===== src/pccr_cfg.svh =====
// Offsets, field positions, reset values and timing counts for the bank.
`ifndef PCCR_CFG_SVH
`define PCCR_CFG_SVH
`define PCCR_OFF_OPTION      10'h200
`define PCCR_OFF_STATUS      10'h202
`define PCCR_OFF_PINREP      10'h204
`define PCCR_OPT_SRST_BIT    7
`define PCCR_OPT_LEVEL_BIT   6
`define PCCR_ST_CHANGED_BIT  7
`define PCCR_ST_CHANGE_SIGNAL_ENABLE_BIT   6
`define PCCR_ST_IO8_BIT      5
`define PCCR_ST_PWRDN_BIT    2
`define PCCR_ST_INT_BIT      1
`define PCCR_PR_RCHG_BIT     5
`define PCCR_PR_WCHG_BIT     4
`define PCCR_PR_RDY_BIT      1
`define PCCR_PR_WP_BIT       0
`define PCCR_RST_OPTION      8'h00
`define PCCR_RST_STATUS      8'h00
`define PCCR_PR_ONES         8'h0C
`define PCCR_PWR_SETTLE_NS   200
`define PCCR_PWR_SETTLE_CYC  (((`PCCR_PWR_SETTLE_NS) + 49) / 50)
`define PCCR_IDLE_CYC        1000
`endif


===== src/pccr_pkg.sv =====
// Types shared by the card configuration register bank.
package pccr_pkg;
   typedef enum logic [1:0] {
      PCCR_MODE_MEM  = 2'b00,
      PCCR_MODE_IO16 = 2'b01,
      PCCR_MODE_PRI  = 2'b10,
      PCCR_MODE_SEC  = 2'b11
   } pccr_mode_e;
   typedef enum logic [1:0] {
      PCCR_PWR_ACTIVE = 2'b00,
      PCCR_PWR_TO_DN  = 2'b01,
      PCCR_PWR_DOWN   = 2'b10,
      PCCR_PWR_TO_UP  = 2'b11
   } pccr_pwr_e;
endpackage


===== src/pccr_regs.sv =====
// Card configuration register bank: option, status and pin replacement.
// Functional notes
// - Soft reset bit holds device in reset
// - Clearing leaves device unconfigured; resets clear it; here the clearing write loads its own config index
// - Soft reset counts as hard reset
// - Level select: one level, zero pulse
// - Config index resets zero, selects mode
// - Changed reads one when any latch set
// - Status change pin low when changed, enabled
// - Status change pin high when not enabled
// - Eight bit request stored, has no effect
// - Power request change shows busy until reached
// - Idle powers down; command powers up
// - Pending bit follows internal request
// - Pending reads zero when interrupts disabled
// - Ready latch sets on ready state change
// - Write protect latch never self-sets
// - Ready state bit reads internal ready
// - Write protect state reads zero
// - Latch writes gated by mask bits
`include "pccr_cfg.svh"
module pccr_regs (
   input  wire logic              i_core_clk,
   input  wire logic              i_rst,
   input  wire logic              i_reg_n,
   input  wire logic              i_ce1_n,
   input  wire logic              i_oe_n,
   input  wire logic              i_we_n,
   input  wire logic [9:0]        i_addr,
   input  wire logic [7:0]        i_wdata,
   input  wire logic              i_drive_ready,
   input  wire logic              i_drive_irq,
   input  wire logic              i_irq_enable_n,
   input  wire logic              i_cmd_strobe,
   output logic      [7:0]        o_rdata,
   output logic                   o_rdata_oe,
   output logic                   o_hard_reset,
   output logic                   o_level_irq_select,
   output pccr_pkg::pccr_mode_e   o_mode,
   output logic                   o_io_configured,
   output logic                   o_status_change_pin_n,
   output logic                   o_ready_busy,
   output logic                   o_powered_down
);
   import pccr_pkg::*;

   // ----------------------------------------------------------------
   // Pin synchronisers and access decode
   // ----------------------------------------------------------------
   logic [14:0] s1_q, s2_q, s1_d, s2_d;
   logic [7:0]  wd1_q, wd2_q, wd1_d, wd2_d;
   logic [7:0]  wdat;
   logic        wr_prev_q, wr_prev_d;
   logic        rdy_prev_q, rdy_prev_d;
   logic        rd_act, wr_act, wr_pulse;
   logic        rdy_int;

   always_comb begin
      s1_d = {i_reg_n, i_ce1_n, i_oe_n, i_we_n, i_addr, 1'b0};
      s2_d = s1_q;
      wd1_d = i_wdata;
      wd2_d = wd1_q;
      rd_act = !s2_q[14] && !s2_q[13] && !s2_q[12] && s2_q[11];
      wr_act = !s2_q[14] && !s2_q[13] && s2_q[12] && !s2_q[11];
      wr_pulse = wr_act && !wr_prev_q;
      wr_prev_d = wr_act;
   end

   // Strobes, address and write data pass a double flop before any decode
   // reads them, so a write is taken on data that travelled with its strobe.
   always_ff @(posedge i_core_clk or posedge i_rst) begin
      if (i_rst) begin
         s1_q <= 15'h7800;
         s2_q <= 15'h7800;
         wd1_q <= 8'h00;
         wd2_q <= 8'h00;
         wr_prev_q <= 1'b0;
         rdy_prev_q <= 1'b1;
      end else begin
         s1_q <= s1_d;
         s2_q <= s2_d;
         wd1_q <= wd1_d;
         wd2_q <= wd2_d;
         wr_prev_q <= wr_prev_d;
         rdy_prev_q <= rdy_prev_d;
      end
   end

   function automatic logic hit(input logic [9:0] a, input logic [9:0] off);
      hit = (a == off);
   endfunction

   logic [9:0] addr;
   assign addr = s2_q[10:1];
   assign wdat = wd2_q;

   // ----------------------------------------------------------------
   // Register state
   // ----------------------------------------------------------------
   logic [7:0] opt_q, opt_d;
   logic       sig_q, sig_d, io8_q, io8_d, pdn_q, pdn_d;
   logic       rchg_q, rchg_d, wchg_q, wchg_d;
   logic       soft_rst;

   assign soft_rst = opt_q[`PCCR_OPT_SRST_BIT];

   always_comb begin
      opt_d = opt_q;
      sig_d = sig_q;
      io8_d = io8_q;
      pdn_d = pdn_q;
      rchg_d = rchg_q;
      wchg_d = wchg_q;
      rdy_prev_d = rdy_int;
      if (wr_pulse && hit(addr, `PCCR_OFF_OPTION)) begin
         opt_d = wdat;
      end
      if (soft_rst) begin
         // The bit itself survives; only the rest is held in reset.
         sig_d = 1'b0;
         io8_d = 1'b0;
         pdn_d = 1'b0;
         opt_d[6:0] = (wr_pulse && hit(addr, `PCCR_OFF_OPTION)) ?
                      wdat[6:0] : 7'h00;
      end else if (wr_pulse && hit(addr, `PCCR_OFF_STATUS)) begin
         sig_d = wdat[`PCCR_ST_CHANGE_SIGNAL_ENABLE_BIT];
         io8_d = wdat[`PCCR_ST_IO8_BIT];
         pdn_d = wdat[`PCCR_ST_PWRDN_BIT];
      end
      if (!soft_rst && wr_pulse && hit(addr, `PCCR_OFF_PINREP)) begin
         if (wdat[`PCCR_PR_RDY_BIT])
            rchg_d = wdat[`PCCR_PR_RCHG_BIT];
         if (wdat[`PCCR_PR_WP_BIT])
            wchg_d = wdat[`PCCR_PR_WCHG_BIT];
      end
      // A hardware change in the write cycle wins over the host clear.
      if (rdy_int != rdy_prev_q)
         rchg_d = 1'b1;
      // Write protect state is constant, so its latch never self-sets.
      wchg_d = wchg_d;
      if (soft_rst) begin
         rchg_d = 1'b0;
         wchg_d = 1'b0;
      end
   end

   always_ff @(posedge i_core_clk or posedge i_rst) begin
      if (i_rst) begin
         opt_q <= `PCCR_RST_OPTION;
         sig_q <= 1'b0;
         io8_q <= 1'b0;
         pdn_q <= 1'b0;
         rchg_q <= 1'b0;
         wchg_q <= 1'b0;
      end else begin
         opt_q <= opt_d;
         sig_q <= sig_d;
         io8_q <= io8_d;
         pdn_q <= pdn_d;
         rchg_q <= rchg_d;
         wchg_q <= wchg_d;
      end
   end

   // ----------------------------------------------------------------
   // Power state machine
   // ----------------------------------------------------------------
   pccr_pwr_e  pwr_q, pwr_d;
   logic [9:0] cnt_q, cnt_d;
   logic       want_dn;

   always_comb begin
      pwr_d = pwr_q;
      cnt_d = cnt_q;
      want_dn = pdn_q;
      case (pwr_q)
         PCCR_PWR_ACTIVE: begin
            if (i_cmd_strobe)
               cnt_d = 10'h000;
            else if (cnt_q != 10'(`PCCR_IDLE_CYC))
               cnt_d = cnt_q + 10'h001;
            if (want_dn || cnt_q == 10'(`PCCR_IDLE_CYC)) begin
               pwr_d = PCCR_PWR_TO_DN;
               cnt_d = 10'h000;
            end
         end
         PCCR_PWR_TO_DN: begin
            cnt_d = cnt_q + 10'h001;
            if (cnt_q == 10'(`PCCR_PWR_SETTLE_CYC - 1)) begin
               pwr_d = PCCR_PWR_DOWN;
               cnt_d = 10'h000;
            end
         end
         PCCR_PWR_DOWN: begin
            // Only a command wakes the card here; a change of the host
            // request is taken by the override after the case.
            if (i_cmd_strobe) begin
               pwr_d = PCCR_PWR_TO_UP;
               cnt_d = 10'h000;
            end
         end
         PCCR_PWR_TO_UP: begin
            cnt_d = cnt_q + 10'h001;
            if (cnt_q == 10'(`PCCR_PWR_SETTLE_CYC - 1)) begin
               pwr_d = PCCR_PWR_ACTIVE;
               cnt_d = 10'h000;
            end
         end
         default: pwr_d = PCCR_PWR_ACTIVE;
      endcase
      if (pdn_d != pdn_q) begin
         pwr_d = pdn_d ? PCCR_PWR_TO_DN : PCCR_PWR_TO_UP;
         cnt_d = 10'h000;
      end
      if (soft_rst) begin
         pwr_d = PCCR_PWR_ACTIVE;
         cnt_d = 10'h000;
      end
   end

   always_ff @(posedge i_core_clk or posedge i_rst) begin
      if (i_rst) begin
         pwr_q <= PCCR_PWR_ACTIVE;
         cnt_q <= 10'h000;
      end else begin
         pwr_q <= pwr_d;
         cnt_q <= cnt_d;
      end
   end

   assign rdy_int = i_drive_ready && !soft_rst &&
                    (pwr_q == PCCR_PWR_ACTIVE || pwr_q == PCCR_PWR_DOWN);

   // ----------------------------------------------------------------
   // Read data and outputs
   // ----------------------------------------------------------------
   logic [7:0] rd_d;
   logic       chg, io_cfg, irq_pend;
   logic       o_oe_d, stsn_d;

   always_comb begin
      chg = rchg_q || wchg_q;
      io_cfg = (opt_q[5:0] != 6'h00) && !soft_rst;
      irq_pend = i_drive_irq && !i_irq_enable_n;
      rd_d = 8'h00;
      if (hit(addr, `PCCR_OFF_OPTION))
         rd_d = opt_q;
      else if (hit(addr, `PCCR_OFF_STATUS)) begin
         rd_d[`PCCR_ST_CHANGED_BIT] = chg;
         rd_d[`PCCR_ST_CHANGE_SIGNAL_ENABLE_BIT] = sig_q;
         rd_d[`PCCR_ST_IO8_BIT] = io8_q;
         rd_d[`PCCR_ST_PWRDN_BIT] = pdn_q;
         rd_d[`PCCR_ST_INT_BIT] = irq_pend;
      end else if (hit(addr, `PCCR_OFF_PINREP)) begin
         rd_d = `PCCR_PR_ONES;
         rd_d[`PCCR_PR_RCHG_BIT] = rchg_q;
         rd_d[`PCCR_PR_WCHG_BIT] = wchg_q;
         rd_d[`PCCR_PR_RDY_BIT] = rdy_int;
         rd_d[`PCCR_PR_WP_BIT] = 1'b0;
      end
      o_oe_d = rd_act && !addr[0];
      stsn_d = !(io_cfg && sig_q && chg);
   end

   always_ff @(posedge i_core_clk or posedge i_rst) begin
      if (i_rst) begin
         o_rdata <= 8'h00;
         o_rdata_oe <= 1'b0;
         o_hard_reset <= 1'b1;
         o_level_irq_select <= 1'b0;
         o_mode <= PCCR_MODE_MEM;
         o_io_configured <= 1'b0;
         o_status_change_pin_n <= 1'b1;
         o_ready_busy <= 1'b0;
         o_powered_down <= 1'b0;
      end else begin
         o_rdata <= rd_d;
         o_rdata_oe <= o_oe_d;
         o_hard_reset <= soft_rst;
         o_level_irq_select <= opt_q[`PCCR_OPT_LEVEL_BIT];
         o_mode <= pccr_mode_e'(opt_q[1:0]);
         o_io_configured <= io_cfg;
         o_status_change_pin_n <= stsn_d;
         o_ready_busy <= rdy_int;
         o_powered_down <= (pwr_q == PCCR_PWR_DOWN);
      end
   end

   // ----------------------------------------------------------------
   // Checks
   // ----------------------------------------------------------------
   AST_SRST_HARD: assert property (
      @(posedge i_core_clk) disable iff (i_rst)
      soft_rst |=> o_hard_reset) else $error("soft reset not hard");
   AST_SRST_CLR: assert property (
      @(posedge i_core_clk) disable iff (i_rst)
      soft_rst |=> !sig_q && !pdn_q) else $error("reset left state");
   AST_LEVEL: assert property (
      @(posedge i_core_clk) disable iff (i_rst)
      o_level_irq_select == $past(opt_q[6])) else $error("level sel");
   AST_MODE: assert property (
      @(posedge i_core_clk) disable iff (i_rst)
      o_mode == pccr_mode_e'($past(opt_q[1:0]))) else $error("mode");
   AST_STS_LOW: assert property (
      @(posedge i_core_clk) disable iff (i_rst)
      (io_cfg && sig_q && chg) |=> !o_status_change_pin_n)
      else $error("status pin not low");
   AST_STS_HIGH: assert property (
      @(posedge i_core_clk) disable iff (i_rst)
      (io_cfg && !sig_q) |=> o_status_change_pin_n)
      else $error("status pin not high");
   AST_BUSY: assert property (
      @(posedge i_core_clk) disable iff (i_rst)
      (pdn_d != pdn_q && !soft_rst) |=> !rdy_int [*3])
      else $error("no busy on power change");
   AST_RCHG: assert property (
      @(posedge i_core_clk) disable iff (i_rst)
      (rdy_int != rdy_prev_q && !soft_rst) |=> rchg_q)
      else $error("ready latch missed");
   AST_MASK: assert property (
      @(posedge i_core_clk) disable iff (i_rst)
      (wr_pulse && hit(addr, `PCCR_OFF_PINREP) && !wdat[0] && !soft_rst)
      |=> wchg_q == $past(wchg_q)) else $error("mask ignored");
   AST_INT_OFF: assert property (
      @(posedge i_core_clk) disable iff (i_rst)
      (i_irq_enable_n && rd_act && hit(addr, `PCCR_OFF_STATUS))
      |=> !o_rdata[`PCCR_ST_INT_BIT]) else $error("int not gated");
endmodule


===== config.mk =====
export PLATFORM = sky130hd
export DESIGN_NAME = pccr_regs
export DESIGN_NICKNAME = d
export VERILOG_FILES = /design/src/pccr_pkg.sv /design/src/pccr_regs.sv
export VERILOG_INCLUDE_DIRS = /design/src
export SDC_FILE = /design/constraint.sdc
export NUM_CORES = 1
export LEC_CHECK = 0
export ABC_AREA = 0
export BUFFER_PORTS_ARGS = -buffer_cell sky130_fd_sc_hd__buf_2
export CELL_PAD_IN_SITES_DETAIL_PLACEMENT = 1
export CELL_PAD_IN_SITES_GLOBAL_PLACEMENT = 1
export CORE_ASPECT_RATIO = 0.8
export CORE_UTILIZATION = 30
export DETAILED_ROUTE_END_ITERATION = 6
export HOLD_SLACK_MARGIN = 0.08
export PLACE_DENSITY = 0.57
export REMOVE_ABC_BUFFERS = 1
export SLEW_MARGIN = 20
export SYNTH_ARGS = -nofsm -noshare
export SYNTH_HDL_FRONTEND = slang
export SYNTH_SLANG_ARGS = --single-unit
export TNS_END_PERCENT = 30

===== constraint.sdc =====
create_clock -name i_core_clk -period 4.7 [get_ports i_core_clk]
set_input_delay 0.705 -clock i_core_clk [delete_from_list [all_inputs] [get_ports i_core_clk]]
set_output_delay 0.705 -clock i_core_clk [all_outputs]
set_load 0.1 [all_outputs]

==> reports/qor.yml <==
syn-mean-instance-area_um2: 13.5
nNetsFinal: 329
relSlewSlack_pct: 52.2
tightest_slew_ps: 716
r2r-start: "pwr_q[0]$_DFFE_PP0P_"
internal_power_mw: 1.41
crit_path_end_kind: "register"
setup-tns-final_ps: 0
overflow: 0
fin_crit_sh_pct: 43.6
multi_input_area_mm2: 0.00103
pre_cts_ws_ps: 2650
synth_top_flop_cell: "dfrtp_1"
switching_share_pct: 29.1
synth_top_cell_area_share_pct: 58.4
die_width_um: 119
final_max_slew_viol_count: 0
rsz0062_at_grt: "no"
p_leak_nw: 1.90
via_per_inst: 4.55
crit_arrival_ps: 2330
cts_max_path_buffers: 2
numCtsBuffers: 9
clkTransAtPathRegs_ps: 60
rows: 33
fmax_mhz: 488
register_area_mm2: 0.00222
io_pins: 45
start_util_pct: 31.4
synthArstFlopShare_pct: 100
clk_latency_ps: 340
worstRegToRegCells: 7
synth_cells: 245
clock_sinks: 88
grtUsageTotal_pct: 14.0
die_h_um: 95.8
antenna_cells: 0
first_iter_violations: 119
whs_ps: 347
antenna_left: 0
rr_endpoint: "cnt_q[2]$_DFFE_PP0P_"
yosysMostFrequentCell: "dfrtp_1"
p_switching_mw: 0.579
power.density_mw_per_mm2: 498
ir_drop_uv: 181
pwr-share-seq_pct: 42.4
crit_fanout: 9
hp-class: "reg2reg"
antenna_found_initial: 0
dr_total_vias: 2003
final_layout_size_suffix_gt1_share_pct: 27.7
first_pass_iters: 4
maxCapViolations: 0
ys_seq_area_share_pct: 67.2
cts_tree: "done"
postCtsHoldBufs: 0
htree_levels: 3
yosysWarnings: 0
synth_edf_count: 0
cts-resized-gates: 0
r2r_setup_slack_ps: 2650
hold_violations: 0
power.share.clock_pct: 38.7
yosys-top-cells-area: "dfrtp_1, dfstp_2, mux2i_1, ha_1, a22o_1"
yosysTopAreaCell: "dfrtp_1"
grt_start_max_net_pins: 62
dieArea_mm2: 0.0114
grt_pass1_vias: 2173
hpwl_um: 4790
start_kind: "register"
cp-endpoint: "cnt_q[2]$_DFFE_PP0P_"
postSynthRegisterBits: 88
nFillCells: 1126
synth_common_cells: "dfrtp_1, nand2_1, nor2_1"
routed_wl_um: 6820
pwr-share-comb_pct: 18.9
netlist_area_mm2: 0.00330
drc: 0
grt_pass1_wl_um: 11600
setup_viol: 0
place_congestion: 0.783
cts_root_buffer: "clkbuf_16"
layout_setup_ws_ps: 2650
required_ps: 4970
finalClockSkew_ps: 5.87
port_buffers: 44
period_minus_slack_ps: 2050
cp-startpoint: "pwr_q[0]$_DFFE_PP0P_"
core-area_mm2: 0.0105
status: "completed"
total_power_mw: 1.99
ys_types: 48
cts_setup_buffers: 0
critPathKind: "reg2reg"
routedWlPerCell_um: 15.5
areaGrowthSynthToFinish_pct: 21.4
cell usage in the layout (no fill, tap or decap), types with 3 or more instances in the layout:
cell,netlist,final
and3_1,4,4
buf_2,2,44
inv_1,8,7
nor2b_1,7,7
nand2b_1,3,3
o21ai_1,11,11
nor3_1,5,5
xnor2_1,3,3
nor2_1,18,18
nand4_1,3,3
clkbuf_16,0,9
dfstp_2,11,11
o21ai_0,5,5
a22o_1,8,8
mux2i_1,9,9
nand2_1,18,18
a21oi_1,5,5
a31oi_1,4,4
nor4_1,3,3
dfrtp_1,77,77
ha_1,6,6
logic make-up after synthesis:
kind of cell	count (synthesis)	synth area share, %
AO/OA/AOI/OAI	45	10.0
XOR/XNOR	4	1.06
adder cells (fa/ha/maj)	6	2.28
buffers and inverters	14	1.67
flip-flops	88	67.2
multiplexers	11	3.41
AND/OR/NAND/NOR	77	14.4
state kept, by name (all words and copies together) (netlist names):
| name | cells |
|---|---|
| o_ready_busy | 1 |
| s2_q | 14 |
| sig_q | 1 |
| o_rdata_oe | 1 |
| o_hard_reset | 1 |
| opt_q | 8 |
| o_status_change_pin_n | 1 |
| io8_q | 1 |
| o_io_configured | 1 |
| rdy_prev_q | 1 |
| wr_prev_q | 1 |
| wd1_q | 8 |
| wchg_q | 1 |
| o_mode | 2 |
| o_powered_down | 1 |
| wd2_q | 8 |
| pdn_q | 1 |
| o_rdata | 8 |
| pwr_q | 2 |
| cnt_q | 10 |
| rchg_q | 1 |
| o_level_irq_select | 1 |
| s1_q | 14 |
routing by layer:
metal / part of all wire (%) / vias to the layer above / global-route usage, %
met5: 0 / - / 0
met4: 1.7 / 0 / 6.33
met3: 4.1 / 10 / 4.74
met2: 45 / 33 / 20.3
met1: 49 / 1003 / 18.8
li1: - / 957 / -
critical path: stages (launching register included):
cell and delay (ps):
dfrtp_1 400, inv_1 120, ha_1 220, nand2b_1 110, a311oi_2 420, o221ai_4 210, a21oi_4 290, a22o_1 210
how the worst min path moves through the flow:
| stage | start | to | slack, ps | cells past startpoint |
|---|---|---|---|---|
| 4_1_cts | s1_q[1]$_DFF_PP0_ | s2_q[1]$_DFF_PP0_ | 350 | 0 |
| 3_3_place_gp | wd1_q[3]$_DFF_PP0_ | wd2_q[3]$_DFF_PP0_ | 330 | 0 |
| 6_report | s1_q[1]$_DFF_PP0_ | s2_q[1]$_DFF_PP0_ | 350 | 0 |
| 2_1_floorplan | s1_q[10]$_DFF_PP0_ | s2_q[10]$_DFF_PP0_ | 330 | 0 |
| 3_5_place_dp | wd1_q[4]$_DFF_PP0_ | wd2_q[4]$_DFF_PP0_ | 340 | 0 |
| 5_1_grt | s1_q[7]$_DFF_PP0_ | s2_q[7]$_DFF_PP0_ | 350 | 0 |
layout make-up:
cell class	instances	area share (%)
clock inverter	7	2.53
clock buffer	9	5.62
sequential	88	55.3
tap	140	4.37
inverter	8	0.812
multi-input combinational	143	25.6
timing repair buffer	45	5.69
power groups by stage:
stage | registers [mW] | logic (mW) | clock network (mW)
final | 0.845 | 0.377 | 0.771
after global routing | 0.853 | 0.419 | 0.825
after CTS | 0.847 | 0.383 | 0.796
after detailed placement | 0.860 | 0.378 | 0
after global placement | 0.858 | 0.368 | 0
after floorplan | 0.908 | 0.233 | 0
per-stage QoR:
step	util, %	instances	area (µm²)
2_1_floorplan	-	239	3270
3_3_place_gp	35.1	424	3680
3_5_place_dp	35.1	424	3680
4_1_cts	38.2	440	4000
5_1_grt	38.2	440	4010
6_report	38.2	440	4010
(Power assumes the default switching activity.)
